## src/sspf_pkg.sv

```systemverilog
// Shared constants, types and decode helpers for the framed serial port
package sspf_pkg;
	localparam int unsigned SSPF_AW = 3;
	localparam int unsigned SSPF_DW = 16;
	// Register indices
	localparam logic [2:0] SSPF_STAT_IDX = 3'h0;
	localparam logic [2:0] SSPF_CON1_IDX = 3'h1;
	localparam logic [2:0] SSPF_CON2_IDX = 3'h2;
	localparam logic [2:0] SSPF_BUF_IDX = 3'h3;
	// Status and enable fields
	localparam int unsigned SSPF_EN_BIT = 15;
	localparam int unsigned SSPF_SIDL_BIT = 13;
	localparam int unsigned SSPF_ROV_BIT = 6;
	localparam int unsigned SSPF_TBF_BIT = 1;
	localparam int unsigned SSPF_RBF_BIT = 0;
	// Control one fields
	localparam int unsigned SSPF_CKDIS_BIT = 12;
	localparam int unsigned SSPF_DODIS_BIT = 11;
	localparam int unsigned SSPF_W16_BIT = 10;
	localparam int unsigned SSPF_SMP_BIT = 9;
	localparam int unsigned SSPF_CKE_BIT = 8;
	localparam int unsigned SSPF_SELECT_PIN_ENABLE_BIT = 7;
	localparam int unsigned SSPF_CKP_BIT = 6;
	localparam int unsigned SSPF_MST_BIT = 5;
	localparam int unsigned SSPF_SPRE_LSB = 2;
	localparam int unsigned SSPF_PPRE_LSB = 0;
	// Control two fields
	localparam int unsigned SSPF_FRM_BIT = 15;
	localparam int unsigned SSPF_FSD_BIT = 14;
	localparam int unsigned SSPF_FPOL_BIT = 13;
	localparam int unsigned SSPF_FDLY_BIT = 1;
	// Writable masks, values after reset and last bit indices per width
	localparam logic [15:0] SSPF_CON1_WMASK = 16'h1fff;
	localparam logic [15:0] SSPF_CON2_WMASK = 16'he002;
	localparam logic [15:0] SSPF_CON1_RST = 16'h0000;
	localparam logic [15:0] SSPF_CON2_RST = 16'h0000;
	localparam logic [15:0] SSPF_WORD_RST = 16'h0000;
	localparam logic [3:0] SSPF_LAST8 = 4'h7;
	localparam logic [3:0] SSPF_LAST16 = 4'hf;
	// Widest divide is 64 x 8 half-bit steps
	localparam int unsigned SSPF_MAX_RATIO = 512;

	typedef enum logic [1:0] {SSPF_IDLE, SSPF_FRAME, SSPF_SHIFT} sspf_state_t;

	// Core cycles per half bit for a prescaler pair
	function automatic int unsigned sspf_ratio(input logic [1:0] p, input logic [2:0] s);
		return (32'd1 << (2 * (3 - int'(p)))) * (8 - int'(s));
	endfunction : sspf_ratio

	// Leading bit of a word in the chosen width
	function automatic logic sspf_msb(input logic [15:0] v, input logic w16);
		return w16 ? v[15] : v[7];
	endfunction : sspf_msb
endpackage : sspf_pkg

```

## src/sspf_div_if.sv

```systemverilog
// Link between the port engine and its bit-rate divider
`timescale 1ns/100ps
`default_nettype none
interface sspf_div_if;
	logic run;
	logic [1:0] primary_prescale;
	logic [2:0] secondary_prescale;
	logic tick;
	modport ctl (output run, output primary_prescale, output secondary_prescale, input tick);
	modport div (input run, input primary_prescale, input secondary_prescale, output tick);
endinterface : sspf_div_if
`default_nettype wire

```

## src/sspf_divider.sv

```systemverilog
// Cascaded prescaler giving a one-cycle enable per half bit
`timescale 1ns/100ps
`default_nettype none
module sspf_divider #(
	parameter int unsigned CNT_W = 9
) (
	input wire logic core_clk,
	input wire logic sys_rst,
	sspf_div_if.div dv
);
	import sspf_pkg::*;

	// Counter must reach the widest ratio
	generate
		if ((32'd1 << CNT_W) < SSPF_MAX_RATIO) begin : g_chk
			$error("sspf_divider: CNT_W too small");
		end
	endgenerate

	logic [CNT_W-1:0] cnt;
	logic [CNT_W-1:0] lim;

	// Primary and secondary ratios multiply
	assign lim = CNT_W'(sspf_ratio(dv.primary_prescale, dv.secondary_prescale) - 1);

	// Count restarts when stopped so the first step is a full one
	always_ff @(posedge core_clk or posedge sys_rst) begin
		if (sys_rst) begin
			cnt <= '0;
		end else if (!dv.run || cnt >= lim) begin
			cnt <= '0;
		end else begin
			cnt <= cnt + 1'b1;
		end
	end

	assign dv.tick = dv.run && (cnt >= lim);
endmodule : sspf_divider
`default_nettype wire

```

## src/sspf_port.sv

```systemverilog
// Framed serial port: registers, shift engine and pin control
`timescale 1ns/100ps
`default_nettype none
// Overview of operation
// RQ1: Data shifts through a 16-bit shift register; software uses a buffer window.
// RQ2: Enable bit 15 hands the four pins to the port; clear disables it.
// RQ3: With halt-in-idle set, the port freezes while the processor idles.
// RQ4: A word completing while receive data is unread is dropped and flags overflow.
// RQ5: Transmit-full sets on buffer write, clears when the word enters the shifter.
// RQ6: Receive-full sets when a word reaches receive holding, clears on buffer read.
// RQ7: As master, clock-pin disable keeps the clock off its pin.
// RQ8: Data-out disable releases the data output pin.
// RQ9: Width bit picks 16-bit words when set, 8-bit when clear.
// RQ10: Master samples input at end of bit when sample phase set, middle otherwise.
// RQ11: Software keeps sample phase clear in slave operation.
// RQ12: Edge bit set: data changes active-to-idle; clear: idle-to-active.
// RQ13: Polarity set gives idle-high clock; clear gives idle-low.
// RQ14: Slave with select enable uses the active-low select pin.
// RQ15: Master enable set drives the clock out; clear takes clock as input.
// RQ16: Software never sets both prescalers to one-to-one together.
// RQ17: Framed mode turns the select pin into a frame sync pulse.
// RQ18: Framed mode needs edge bit zero and select enable clear.
// RQ19: Frame direction set makes the pulse an input, clear an output.
// RQ20: Frame polarity set makes the pulse active-high, clear active-low.
// RQ21: Frame edge set puts the pulse on bit one, clear one bit ahead.
// RQ22: Master clock comes from a primary then secondary prescaler.
module sspf_port (
	input wire logic core_clk,
	input wire logic sys_rst,
	input wire logic [sspf_pkg::SSPF_AW-1:0] reg_addr,
	input wire logic [sspf_pkg::SSPF_DW-1:0] reg_wdata,
	input wire logic reg_wr,
	input wire logic reg_rd,
	output logic [sspf_pkg::SSPF_DW-1:0] reg_rdata,
	input wire logic cpu_idle,
	input wire logic shift_clock_pin_in,
	output logic shift_clock_pin_out,
	output logic shift_clock_pin_oe,
	input wire logic serial_in_pin_in,
	output logic serial_out_pin_out,
	output logic serial_out_pin_oe,
	input wire logic select_low_pin_in,
	output logic select_low_pin_out,
	output logic select_low_pin_oe
);
	import sspf_pkg::*;

	logic [15:0] con1;
	logic [15:0] con2;
	logic port_enable;
	logic halt_in_idle;
	logic receive_overflow_flag;
	logic transmit_full_flag;
	logic receive_full_flag;
	logic [15:0] transmit_holding;
	logic [15:0] receive_holding;
	logic [15:0] serial_shift_register;
	sspf_state_t state;
	logic [3:0] bit_cnt;
	logic half;
	logic sck_lvl;
	logic dout;
	logic armed;
	logic s_loaded;
	logic [2:0] pin_m;
	logic [2:0] pin_s;
	logic sck_d;

	// Field decode of the two control registers
	logic clock_pin_disable, data_out_pin_disable, word_width_select, sample_phase;
	logic out_edge_select, select_pin_enable, clock_polarity, master_enable;
	logic framed_enable, frame_pulse_direction, frame_pulse_polarity, frame_pulse_edge;
	assign clock_pin_disable = con1[SSPF_CKDIS_BIT];
	assign data_out_pin_disable = con1[SSPF_DODIS_BIT];
	assign word_width_select = con1[SSPF_W16_BIT];
	assign sample_phase = con1[SSPF_SMP_BIT];
	assign out_edge_select = con1[SSPF_CKE_BIT];
	assign select_pin_enable = con1[SSPF_SELECT_PIN_ENABLE_BIT];
	assign clock_polarity = con1[SSPF_CKP_BIT];
	assign master_enable = con1[SSPF_MST_BIT];
	assign framed_enable = con2[SSPF_FRM_BIT];
	assign frame_pulse_direction = con2[SSPF_FSD_BIT];
	assign frame_pulse_polarity = con2[SSPF_FPOL_BIT];
	assign frame_pulse_edge = con2[SSPF_FDLY_BIT];

	// Bus decode
	logic buf_wr, buf_rd, stat_wr;
	assign buf_wr = reg_wr && reg_addr == SSPF_BUF_IDX;
	assign buf_rd = reg_rd && reg_addr == SSPF_BUF_IDX;
	assign stat_wr = reg_wr && reg_addr == SSPF_STAT_IDX;

	// Pins pass two flops; the second stage feeds logic, and a third flop on the clock gives edge detect
	always_ff @(posedge core_clk or posedge sys_rst) begin
		if (sys_rst) begin
			pin_m <= 3'h0;
			pin_s <= 3'h0;
			sck_d <= 1'b0;
		end else begin
			pin_m <= {select_low_pin_in, serial_in_pin_in, shift_clock_pin_in};
			pin_s <= pin_m;
			sck_d <= pin_s[0];
		end
	end

	logic sck_s, sdi_s, ss_s;
	assign sck_s = pin_s[0];
	assign sdi_s = pin_s[1];
	assign ss_s = pin_s[2];

	// Mode terms; the edge bit is ignored when framed
	logic run, cke_eff, first_lvl, framed_in, frame_out, fs_act, sel_nf;
	logic [3:0] last_bit;
	assign run = port_enable && !(halt_in_idle && cpu_idle); // RQ3
	assign cke_eff = out_edge_select && !framed_enable; // RQ18
	assign first_lvl = cke_eff ? clock_polarity : !clock_polarity; // RQ12
	assign framed_in = framed_enable && frame_pulse_direction; // RQ19
	assign frame_out = framed_enable && !frame_pulse_direction; // RQ19
	assign fs_act = ss_s == frame_pulse_polarity; // RQ20
	assign sel_nf = select_pin_enable ? !ss_s : 1'b1; // RQ14
	assign last_bit = word_width_select ? SSPF_LAST16 : SSPF_LAST8; // RQ9

	// Divider hookup
	sspf_div_if dvi ();
	logic tick;
	assign dvi.run = run && master_enable;
	assign dvi.primary_prescale = con1[SSPF_PPRE_LSB +: 2]; // RQ22
	assign dvi.secondary_prescale = con1[SSPF_SPRE_LSB +: 3]; // RQ22
	assign tick = dvi.tick;

	sspf_divider #(.CNT_W(9)) u_div (
		.core_clk(core_clk),
		.sys_rst(sys_rst),
		.dv(dvi)
	);

	// Shifted value with the newly sampled bit
	logic [15:0] nsr;
	assign nsr = {serial_shift_register[14:0], sdi_s}; // RQ1

	// Master events
	logic m_start, m_samp, m_done;
	assign m_start = run && master_enable && state == SSPF_IDLE && tick
		&& transmit_full_flag && (!framed_in || fs_act);
	assign m_samp = state == SSPF_SHIFT && tick && (half ? sample_phase : !sample_phase); // RQ10
	assign m_done = state == SSPF_SHIFT && tick && half && bit_cnt == last_bit;

	// Slave events from the sampled clock
	logic sck_chg, to_active, to_idle, s_samp_edge, s_chg_edge, s_take, s_samp;
	logic s_arm, s_load, s_done;
	assign sck_chg = sck_s != sck_d;
	assign to_active = sck_chg && sck_s != clock_polarity; // RQ13
	assign to_idle = sck_chg && sck_s == clock_polarity; // RQ13
	assign s_samp_edge = cke_eff ? to_active : to_idle; // RQ12
	assign s_chg_edge = cke_eff ? to_idle : to_active; // RQ12
	assign s_take = framed_in ? (armed || (frame_pulse_edge && fs_act)) : sel_nf; // RQ21
	assign s_samp = run && !master_enable && s_samp_edge && s_take;
	assign s_arm = run && !master_enable && framed_in && s_samp_edge && !armed
		&& !frame_pulse_edge && fs_act; // RQ21
	assign s_load = run && !master_enable && bit_cnt == 4'h0 && !s_loaded
		&& transmit_full_flag && !s_samp_edge && (framed_in || sel_nf);
	assign s_done = s_samp && bit_cnt == last_bit;

	logic tx_take, word_done, ovf_cond;
	assign tx_take = m_start || s_load; // RQ5
	assign word_done = m_done || s_done; // RQ6
	assign ovf_cond = receive_full_flag && !buf_rd; // RQ4

	// Completed word as it lands in receive holding
	logic [15:0] rx_word;
	logic [15:0] done_sr;
	assign done_sr = (m_done && !m_samp) ? serial_shift_register : nsr;
	assign rx_word = word_width_select ? done_sr : {8'h00, done_sr[7:0]}; // RQ9

	// Control registers and enable bits
	always_ff @(posedge core_clk or posedge sys_rst) begin
		if (sys_rst) begin
			con1 <= SSPF_CON1_RST;
			con2 <= SSPF_CON2_RST;
			port_enable <= 1'b0;
			halt_in_idle <= 1'b0;
		end else if (reg_wr) begin
			if (reg_addr == SSPF_CON1_IDX) begin
				con1 <= reg_wdata & SSPF_CON1_WMASK;
			end
			if (reg_addr == SSPF_CON2_IDX) begin
				con2 <= reg_wdata & SSPF_CON2_WMASK;
			end
			if (stat_wr) begin
				port_enable <= reg_wdata[SSPF_EN_BIT]; // RQ2
				halt_in_idle <= reg_wdata[SSPF_SIDL_BIT]; // RQ3
			end
		end
	end

	// Transmit side; a write in the same cycle as a take keeps the flag set
	always_ff @(posedge core_clk or posedge sys_rst) begin
		if (sys_rst) begin
			transmit_holding <= SSPF_WORD_RST;
			transmit_full_flag <= 1'b0;
		end else begin
			if (buf_wr) begin
				transmit_holding <= reg_wdata;
				transmit_full_flag <= 1'b1; // RQ5
			end else if (tx_take) begin
				transmit_full_flag <= 1'b0; // RQ5
			end
		end
	end

	// Receive side; arrival beats a same-cycle clear
	always_ff @(posedge core_clk or posedge sys_rst) begin
		if (sys_rst) begin
			receive_holding <= SSPF_WORD_RST;
			receive_full_flag <= 1'b0;
			receive_overflow_flag <= 1'b0;
		end else begin
			if (word_done && !ovf_cond) begin
				receive_holding <= rx_word;
				receive_full_flag <= 1'b1; // RQ6
			end else if (buf_rd) begin
				receive_full_flag <= 1'b0; // RQ6
			end
			if (word_done && ovf_cond) begin
				receive_overflow_flag <= 1'b1; // RQ4
			end else if (stat_wr && !reg_wdata[SSPF_ROV_BIT]) begin
				receive_overflow_flag <= 1'b0; // RQ4
			end
		end
	end

	// Shift engine; halting freezes it mid-word rather than aborting
	always_ff @(posedge core_clk or posedge sys_rst) begin
		if (sys_rst) begin
			state <= SSPF_IDLE;
			serial_shift_register <= SSPF_WORD_RST;
			bit_cnt <= 4'h0;
			half <= 1'b0;
			sck_lvl <= 1'b0;
			dout <= 1'b0;
			armed <= 1'b0;
			s_loaded <= 1'b0;
		end else if (!port_enable) begin
			state <= SSPF_IDLE;
			bit_cnt <= 4'h0;
			half <= 1'b0;
			sck_lvl <= clock_polarity;
			armed <= 1'b0;
			s_loaded <= 1'b0;
		end else if (run && master_enable) begin
			unique case (state)
				SSPF_IDLE: begin
					sck_lvl <= clock_polarity; // RQ13
					if (m_start) begin
						serial_shift_register <= transmit_holding; // RQ1
						dout <= sspf_msb(transmit_holding, word_width_select);
						half <= 1'b0;
						bit_cnt <= 4'h0;
						sck_lvl <= first_lvl; // RQ12
						state <= (frame_out && !frame_pulse_edge) ? SSPF_FRAME : SSPF_SHIFT; // RQ21
					end
				end
				SSPF_FRAME: begin
					if (tick) begin
						half <= !half;
						sck_lvl <= half ? first_lvl : !first_lvl;
						if (half) begin
							state <= SSPF_SHIFT;
						end
					end
				end
				SSPF_SHIFT: begin
					if (m_samp) begin
						serial_shift_register <= nsr; // RQ10
					end
					if (tick && !half) begin
						half <= 1'b1;
						sck_lvl <= !first_lvl; // RQ12
					end else if (tick && bit_cnt == last_bit) begin
						state <= SSPF_IDLE;
						half <= 1'b0;
						bit_cnt <= 4'h0;
						sck_lvl <= clock_polarity; // RQ13
					end else if (tick) begin
						half <= 1'b0;
						bit_cnt <= bit_cnt + 4'h1;
						sck_lvl <= first_lvl; // RQ12
						dout <= sspf_msb(m_samp ? nsr : serial_shift_register, word_width_select);
					end
				end
				default: begin
					state <= SSPF_IDLE;
				end
			endcase
		end else if (run) begin
			state <= SSPF_IDLE;
			sck_lvl <= clock_polarity;
			if (!framed_in && !sel_nf) begin
				bit_cnt <= 4'h0; // RQ14
				s_loaded <= 1'b0;
			end else begin
				if (s_load) begin
					serial_shift_register <= transmit_holding;
					dout <= sspf_msb(transmit_holding, word_width_select);
					s_loaded <= 1'b1;
				end
				if (s_samp) begin
					serial_shift_register <= nsr; // RQ15
					if (s_done) begin
						bit_cnt <= 4'h0;
						s_loaded <= 1'b0;
						armed <= 1'b0;
					end else begin
						bit_cnt <= bit_cnt + 4'h1;
					end
				end
				if (s_arm) begin
					armed <= 1'b1; // RQ21
				end
				if (s_chg_edge) begin
					dout <= sspf_msb(serial_shift_register, word_width_select); // RQ12
				end
			end
		end
	end

	// Frame pulse spans one bit clock
	logic frame_act;
	assign frame_act = state == SSPF_FRAME
		|| (state == SSPF_SHIFT && frame_pulse_edge && bit_cnt == 4'h0); // RQ21

	// Pin drive
	assign shift_clock_pin_out = sck_lvl;
	assign shift_clock_pin_oe = port_enable && master_enable && !clock_pin_disable; // RQ7 RQ15
	assign serial_out_pin_out = dout;
	assign serial_out_pin_oe = port_enable && !data_out_pin_disable
		&& (master_enable || framed_enable || sel_nf); // RQ8
	assign select_low_pin_out = frame_act ? frame_pulse_polarity : !frame_pulse_polarity; // RQ20
	assign select_low_pin_oe = port_enable && frame_out; // RQ17 RQ19

	// Read data one cycle after the strobe
	always_ff @(posedge core_clk or posedge sys_rst) begin
		if (sys_rst) begin
			reg_rdata <= SSPF_WORD_RST;
		end else if (reg_rd) begin
			reg_rdata <= '0;
			unique case (reg_addr)
				SSPF_STAT_IDX: begin
					reg_rdata[SSPF_EN_BIT] <= port_enable;
					reg_rdata[SSPF_SIDL_BIT] <= halt_in_idle;
					reg_rdata[SSPF_ROV_BIT] <= receive_overflow_flag;
					reg_rdata[SSPF_TBF_BIT] <= transmit_full_flag;
					reg_rdata[SSPF_RBF_BIT] <= receive_full_flag;
				end
				SSPF_CON1_IDX: reg_rdata <= con1;
				SSPF_CON2_IDX: reg_rdata <= con2;
				SSPF_BUF_IDX: reg_rdata <= receive_holding;
				default: reg_rdata <= '0;
			endcase
		end
	end
endmodule : sspf_port
`default_nettype wire

```

## config.mk

```make
export PLATFORM = sky130hd
export DESIGN_NAME = sspf_port
export DESIGN_NICKNAME = d
export VERILOG_FILES = /design/src/sspf_pkg.sv /design/src/sspf_div_if.sv /design/src/sspf_divider.sv /design/src/sspf_port.sv
export SDC_FILE = /design/constraint.sdc
export NUM_CORES = 1
export LEC_CHECK = 0
export BUFFER_PORTS_ARGS = -buffer_cell sky130_fd_sc_hd__buf_4
export CORE_ASPECT_RATIO = 1.4
export CORE_MARGIN = 2
export CORE_UTILIZATION = 55
export CTS_CLUSTER_DIAMETER = 120
export DETAILED_ROUTE_END_ITERATION = 7
export PLACE_DENSITY = 0.8
export SKIP_CTS_REPAIR_TIMING = 1
export SLEW_MARGIN = 10
export SYNTH_ARGS = -nofsm -noshare
export SYNTH_HDL_FRONTEND = slang
export SYNTH_HIERARCHICAL = 1
export SYNTH_SLANG_ARGS = --single-unit
```

## constraint.sdc

```tcl
create_clock -name core_clk -period 10.1 [get_ports core_clk]
set_clock_uncertainty 0.15 [all_clocks]
set_input_delay 1.01 -clock core_clk [delete_from_list [all_inputs] [get_ports core_clk]]
set_output_delay 1.01 -clock core_clk [all_outputs]
set_load 0.03 [all_outputs]
```

==> results of run 1 <==
-- cell type report --
class / count / area [um^2]
well taps: 144 / 180
repair buffers: 53 / 398
fillers: 870 / 3920
clock inverters: 14 / 179
multi-input cells: 435 / 3220
inverters: 49 / 186
flip-flops and latches: 113 / 2830
clock buffers: 18 / 429
-- Yosys cell counts (2+ instances only) --
master	n	area, um^2
mux2i_1	20	200
nor3_1	6	30.0
nor4_1	10	62.6
a22oi_1	28	210
nor2_1	37	139
mux2_2	40	450
or3b_2	2	17.5
a21o_1	4	30.0
a211o_1	2	17.5
nand4_1	2	12.5
and2_1	8	50.1
clkbuf_1	16	60.1
a21oi_1	31	155
a211oi_1	3	22.5
o31ai_1	9	67.6
a221o_1	2	20.0
inv_1	48	180
and3_1	10	62.6
nand3_1	15	75.1
xor2_1	7	61.3
nor3b_1	3	22.5
buf_2	9	45.0
nor2b_1	7	43.8
nand2b_4	2	27.5
ha_1	34	425
nand2_1	45	169
o21a_1	2	15.0
mux4_2	2	45.0
o211ai_1	5	37.5
a31oi_1	3	18.8
o22ai_1	9	56.3
o21ai_0	43	215
nand2b_1	3	18.8
dfrtp_1	113	2830
buf_4	2	15.0
fa_1	4	80.1
a311oi_1	2	17.5
xnor2_1	12	105
-- state kept, by name, summed over array words and instances (netlist names), 2 cells and up --
name / count
receive_holding: 16
reg_rdata: 16
serial_shift_register: 16
transmit_holding: 16
con1: 13
u_div/cnt: 9
bit_cnt: 4
con2: 4
pin_m: 3
pin_s: 3
state: 2
-- metal layers --
| layer | part of all wire | vias up | track usage |
|---|---|---|---|
| met5 | 0 | - | 0 |
| met4 | 0.046 | 0 | 0.130 |
| met3 | 0.053 | 58 | 0.0728 |
| met2 | 0.49 | 182 | 0.426 |
| met1 | 0.41 | 2477 | 0.327 |
| li1 | - | 2337 | - |
-- cell families after synthesis --
group,count (synthesis)
simple gates,158
compound gates,156
flops,113
buf+inv,78
mux,63
fa+ha+maj,38
xor+xnor,20
-- worst max-delay path by stage --
stage / start / end / slack [ps] / depth (start not counted)
2_1_floorplan: con1[2]$_DFFE_PP0P_ / receive_holding[8]$_DFFE_PP0P_ / 4390 / 22
3_5_place_dp: con1[2]$_DFFE_PP0P_ / serial_shift_register[5]$_DFFE_PP0P_ / 3960 / 23
3_3_place_gp: con1[2]$_DFFE_PP0P_ / serial_out_pin_out$_DFFE_PP0P_ / 4180 / 21
6_report: con1[2]$_DFFE_PP0P_ / serial_shift_register[5]$_DFFE_PP0P_ / 3790 / 23
5_1_grt: con1[4]$_DFFE_PP0P_ / serial_shift_register[11]$_DFFE_PP0P_ / 3170 / 21
4_1_cts: con1[2]$_DFFE_PP0P_ / serial_shift_register[5]$_DFFE_PP0P_ / 3920 / 23
-- stage by stage --
| step | hold WS (ps) | util | total power (W) | std cells | cell area, um^2 |
|---|---|---|---|---|---|
| floorplan | 181 | - | 0.00103 | 626 | 6370 |
| global placement | 182 | 0.601 | 0.00116 | 794 | 6810 |
| detailed placement | 185 | 0.601 | 0.00119 | 794 | 6810 |
| CTS | 198 | 0.654 | 0.00180 | 826 | 7420 |
| global route | 207 | 0.654 | 0.00192 | 826 | 7420 |
| finish | 197 | 0.654 | 0.00180 | 826 | 7420 |
-- layout by cell type, fill, tap and decap left out, drive strengths merged, types with 12 or more instances in the layout --
| cell | instances |
|---|---|
| ha | 34 |
| mux2 | 41 |
| a22oi | 28 |
| buf | 53 |
| nand2 | 45 |
| nand3 | 16 |
| mux2i | 20 |
| inv | 52 |
| dfrtp | 113 |
| a21oi | 31 |
| xnor2 | 12 |
| nor2 | 37 |
| o21ai | 43 |
| clkbuf | 18 |
-- report_power, final --
group          switching (W)  leakage, nW  internal (W)
Combinational       0.000302         1.59      0.000247
Clock               0.000218        0.300      0.000391
Sequential          0.000106         1.44      0.000536
Total               0.000626         3.33       0.00117
==> impl_metrics.py, run 1 <==
metrics = {
    "run_status": {
        "status": "complete, no violations",
    },
    "floorplan": {
        "core_region_area_um2": 11300,
        "die_area_um2": 12500,
        "io_pins": 49,
        "rows": 46,
        "chipHeight_um": 131,
        "fp.dieW_um": 94.9,
        "initial_core_util": 0.561,
    },
    "setup_path": {
        "r2r-start": "con1[2]$_DFFE_PP0P_",
        "critical_path_buf_inv_count": 2,
        "worstSetupStartpointType": "flop",
        "cp_data_arrival_time_ps": 6490,
        "cpPeakStageDelay_ps": 620,
        "critPathTopFamily": "compound AO/OA/AOI/OAI gates",
        "critPathCaptureType": "flop",
        "reg2reg_slack_ps": 3790,
        "crit_slowest_cell": "a21oi_1",
        "r2r_cells": 23,
        "worstReg2RegEnd": "serial_shift_register[5]$_DFFE_PP0P_",
        "required_ps": 10290,
        "path_max_fanout": 30,
        "worstSetupPathType": "reg2reg",
        "cp_cell_sequence": "inv_1 > ha_1 > xnor2_1 > and3_1 > ha_1 > fa_1 > fa_1 > a211oi_1 > o21ai_0 > a21oi_1 > xnor2_1 > ha_1 > and3_1 > nand2_1 > a21oi_1 > o21a_1 > o211ai_1 > o211ai_1 > o211ai_1 > a211oi_2 > buf_4 > nor2_1 > a21oi_1",
    },
    "synthesis": {
        "syn-num-nets": 691,
        "synth-compound-area-share": 0.159,
        "synthAdderAreaFrac": 0.0794,
        "syn_inst": 626,
        "synth_mux_area_frac": 0.112,
        "synth_top_family_by_area": "compound AO/OA/AOI/OAI gates",
        "synth_xor_area_frac": 0.0287,
        "synth_seq_cells": 113,
        "synthArstFlopShare": 1.00,
        "synth.distinct_cells": 64,
        "synth-seq-area-share": 0.444,
        "synth_edf_count": 0,
        "syn_avg_cell_area_um2": 10.2,
        "synth-simple-area-share": 0.127,
        "synth-main-ff-cell": "dfrtp_1",
        "yosysWarnings": 6,
        "syn_area_um2": 6370,
    },
    "sta": {
        "slew_violations": 0,
        "setup_slack_ps": 3790,
        "layout_min_cycle_time_ps": 6310,
        "setup_viol": 0,
        "period_share": 0.624,
        "slew_headroom": 0.188,
        "final_hold_viol_count": 0,
        "fmax_mhz": 159,
        "worstMarginPinSlew_ps": 1220,
        "fin_setup_tns_ps": 0,
        "rsz0062_at_grt": "false",
    },
    "detailed_routing": {
        "route.detailed.drc": 0,
        "drt_iter0_drc": 350,
        "dr.pass1.iters": 5,
        "via_per_inst": 6.12,
        "via_count": 5054,
        "wirelength_um": 15400,
        "wl_per_cell_um": 18.6,
        "ant_nets": 0,
    },
    "clock_network": {
        "path_clk_slew_ps": 60,
        "worstSkewPairLatency_ps": 410,
        "clock_sinks": 113,
        "cts_buffers": 17,
        "ctsRootBufferMaster": "clkbuf_16",
        "h-tree-depth": 4,
        "cts_tree": "yes",
        "ctsLongestPathBuffers": 2,
    },
    "power": {
        "cellLeakagePower_nw": 3.33,
        "peakVddDrop_mv": 0.144,
        "powerDensity_nw_per_um2": 243,
    },
    "global_routing": {
        "antenna_found_initial": 0,
        "grt_remaining_overflow": 0,
        "grtUsageTotal": 0.266,
        "grt_first_pass_wirelength_um": 25800,
        "first_global_vias": 5256,
        "grt_max_degree": 61,
    },
    "final_layout": {
        "syn2layout_area_growth_pct": 16.5,
        "diodes": 0,
        "nets": 734,
        "drive_above_1_share": 0.208,
    },
    "placement": {
        "dp_slack_ps": 3960,
        "portBuffers": 48,
        "dp_hpwl_um": 11000,
        "place.gp.congestion": 0.946,
    },
    "min_path": {
        "worstHoldStart": "pin_m[1]$_DFF_PP0_",
        "hold_class": "reg2reg",
        "worstHoldEndpoint": "pin_s[1]$_DFF_PP0_",
        "hold_path_depth": 0,
    },
    "flow_run": {
        "cap_viol_max_count": 0,
    },
}
(Power assumes the default switching activity.)
==> run 2, diff against run 1 <==
==> constraint.sdc (replaced) <==
create_clock -name core_clk -period 6.1 [get_ports core_clk]
set_clock_uncertainty 0.15 [all_clocks]
set_input_delay 0.61 -clock core_clk [delete_from_list [all_inputs] [get_ports core_clk]]
set_output_delay 0.61 -clock core_clk [all_outputs]
set_load 0.03 [all_outputs]
==> run 2 against run 1 <==
Effect of this change:
- clock power rose by 59%
- worst hold slack got worse by 170 ps
- setup slack got worse by 3400 ps
- count of clock-buffer cells in the layout is 2 higher
- via count fell by 0.71%
- cell count is 0.24% higher
- first-iteration DRC count up 18%
- sequential cell count is the same
==> impl_metrics.py, run 2 (synthesized netlist as in run 1, its figures left out) <==
metrics = {
    "detailed_routing": {
        "wl_per_cell_um": 18.6,
        "wirelength_um": 15400,
        "via_count": 5018,
        "via_per_inst": 6.06,
        "route.detailed.drc": 0,
        "drt_iter0_drc": 412,
        "ant_nets": 0,
        "dr.pass1.iters": 5,
    },
    "sta": {
        "rsz0062_at_grt": "false",
        "setup_viol": 0,
        "slew_headroom": 0.227,
        "period_share": 0.942,
        "final_hold_viol_count": 0,
        "worstMarginPinSlew_ps": 1160,
        "layout_min_cycle_time_ps": 5750,
        "fmax_mhz": 174,
        "slew_violations": 0,
        "fin_setup_tns_ps": 0,
    },
    "clock_network": {
        "cts_tree": "yes",
        "path_clk_slew_ps": 50,
        "ctsRootBufferMaster": "clkbuf_16",
        "worstSkewPairLatency_ps": 410,
        "clock_sinks": 113,
        "h-tree-depth": 4,
        "ctsLongestPathBuffers": 2,
        "cts_buffers": 17,
    },
    "power": {
        "powerDensity_nw_per_um2": 397,
        "cellLeakagePower_nw": 3.34,
        "total_power_w": 0.00294,
        "peakVddDrop_mv": 0.293,
    },
    "placement": {
        "portBuffers": 48,
        "place.gp.congestion": 0.928,
        "dp_hpwl_um": 10900,
    },
    "final_layout": {
        "final_common_cell": "dfrtp_1",
        "diodes": 0,
        "mostFrequentLayoutCells": "dfrtp_1 (113), buf_4 (55), inv_1 (47)",
        "drive_above_1_share": 0.215,
        "syn2layout_area_growth_pct": 16.6,
        "nets": 736,
    },
    "global_routing": {
        "first_global_vias": 5173,
        "grt_max_degree": 81,
        "grtUsageTotal": 0.265,
        "antenna_found_initial": 0,
        "grt_remaining_overflow": 0,
        "grt_first_pass_wirelength_um": 25900,
    },
    "setup_path": {
        "worstReg2RegEnd": "serial_out_pin_out$_DFFE_PP0P_",
        "crit_slowest_cell": "fa_1",
        "r2r-start": "con1[2]$_DFFE_PP0P_",
        "startpoint": "con1[2]$_DFFE_PP0P_",
        "required_ps": 6250,
        "endpoint": "serial_out_pin_out$_DFFE_PP0P_",
        "r2r_cells": 20,
        "worstSetupPathDepth": 20,
        "worstSetupPathType": "reg2reg",
        "cp_cell_sequence": "inv_1 > ha_1 > xnor2_2 > and3_1 > ha_1 > fa_1 > fa_1 > a211oi_2 > o21ai_0 > a21oi_1 > xnor2_1 > ha_1 > and3_1 > a221o_2 > o21a_2 > and3_1 > mux4_2 > nor2b_1 > o22ai_1 > mux2_2",
        "path_max_fanout": 10,
        "reg2reg_slack_ps": 350,
        "critPathTopFamily": "adder cells",
        "critical_path_buf_inv_count": 1,
        "critPathCaptureType": "flop",
        "cpPeakStageDelay_ps": 530,
        "cp_data_arrival_time_ps": 5900,
        "worstSetupStartpointType": "flop",
    },
    "floorplan": {
        "fp.dieW_um": 94.9,
        "rows": 46,
        "io_pins": 49,
        "core_region_area_um2": 11300,
        "die_area_um2": 12500,
        "chipHeight_um": 131,
        "initial_core_util": 0.561,
    },
    "min_path": {
        "hold_class": "in2async",
    },
    "run_status": {
        "status": "complete, no violations",
    },
    "flow_run": {
        "cap_viol_max_count": 0,
    },
}
run 2: through the flow:
step / utilization / setup slack (ps) / hold slack (ps) / cells / area (um^2)
after floorplan: - / 395 / 181 / 626 / 6370
after global placement: 0.602 / 424 / 183 / 796 / 6830
after detailed placement: 0.602 / 270 / 185 / 796 / 6830
after CTS: 0.653 / 265 / 27.0 / 828 / 7410
after global routing: 0.655 / 53.1 / 43.1 / 828 / 7420
final: 0.655 / 351 / 22.7 / 828 / 7420
run 2: how the worst min path moves through the flow:
stage | depth (start not counted) | slack (ps) | to | from
after floorplan | 0 | 180 | pin_s[0]$_DFF_PP0_ | pin_m[0]$_DFF_PP0_
after global placement | 0 | 180 | pin_s[1]$_DFF_PP0_ | pin_m[1]$_DFF_PP0_
after detailed placement | 0 | 180 | pin_s[1]$_DFF_PP0_ | pin_m[1]$_DFF_PP0_
after CTS | 2 | 30 | halt_in_idle$_DFFE_PP0P_ | sys_rst
after global routing | 2 | 40 | shift_clock_pin_out$_DFFE_PP0P_ | sys_rst
final | 2 | 20 | shift_clock_pin_out$_DFFE_PP0P_ | sys_rst
run 2: power breakdown:
group / leakage [nW] / switching, W / internal [W]
sequential: 1.44 / 0.000175 / 0.000888
combinational: 1.61 / 0.000500 / 0.000414
clock: 0.284 / 0.000354 / 0.000613
run 2: area by class of cell:
type	instances	area, um^2
Multi-Input combinational cell	435	3230
Clock buffer	20	447
Clock inverter	12	135
Fill cell	888	3920
Sequential cell	113	2830
Inverter	49	186
Timing Repair Buffer	55	413
Tap cell	144	180
run 2: routing by layer:
metal	global-route usage	part of all wire
met1	0.338	0.41
met4	0.108	0.032
met5	0	0
met2	0.437	0.51
met3	0.0533	0.048
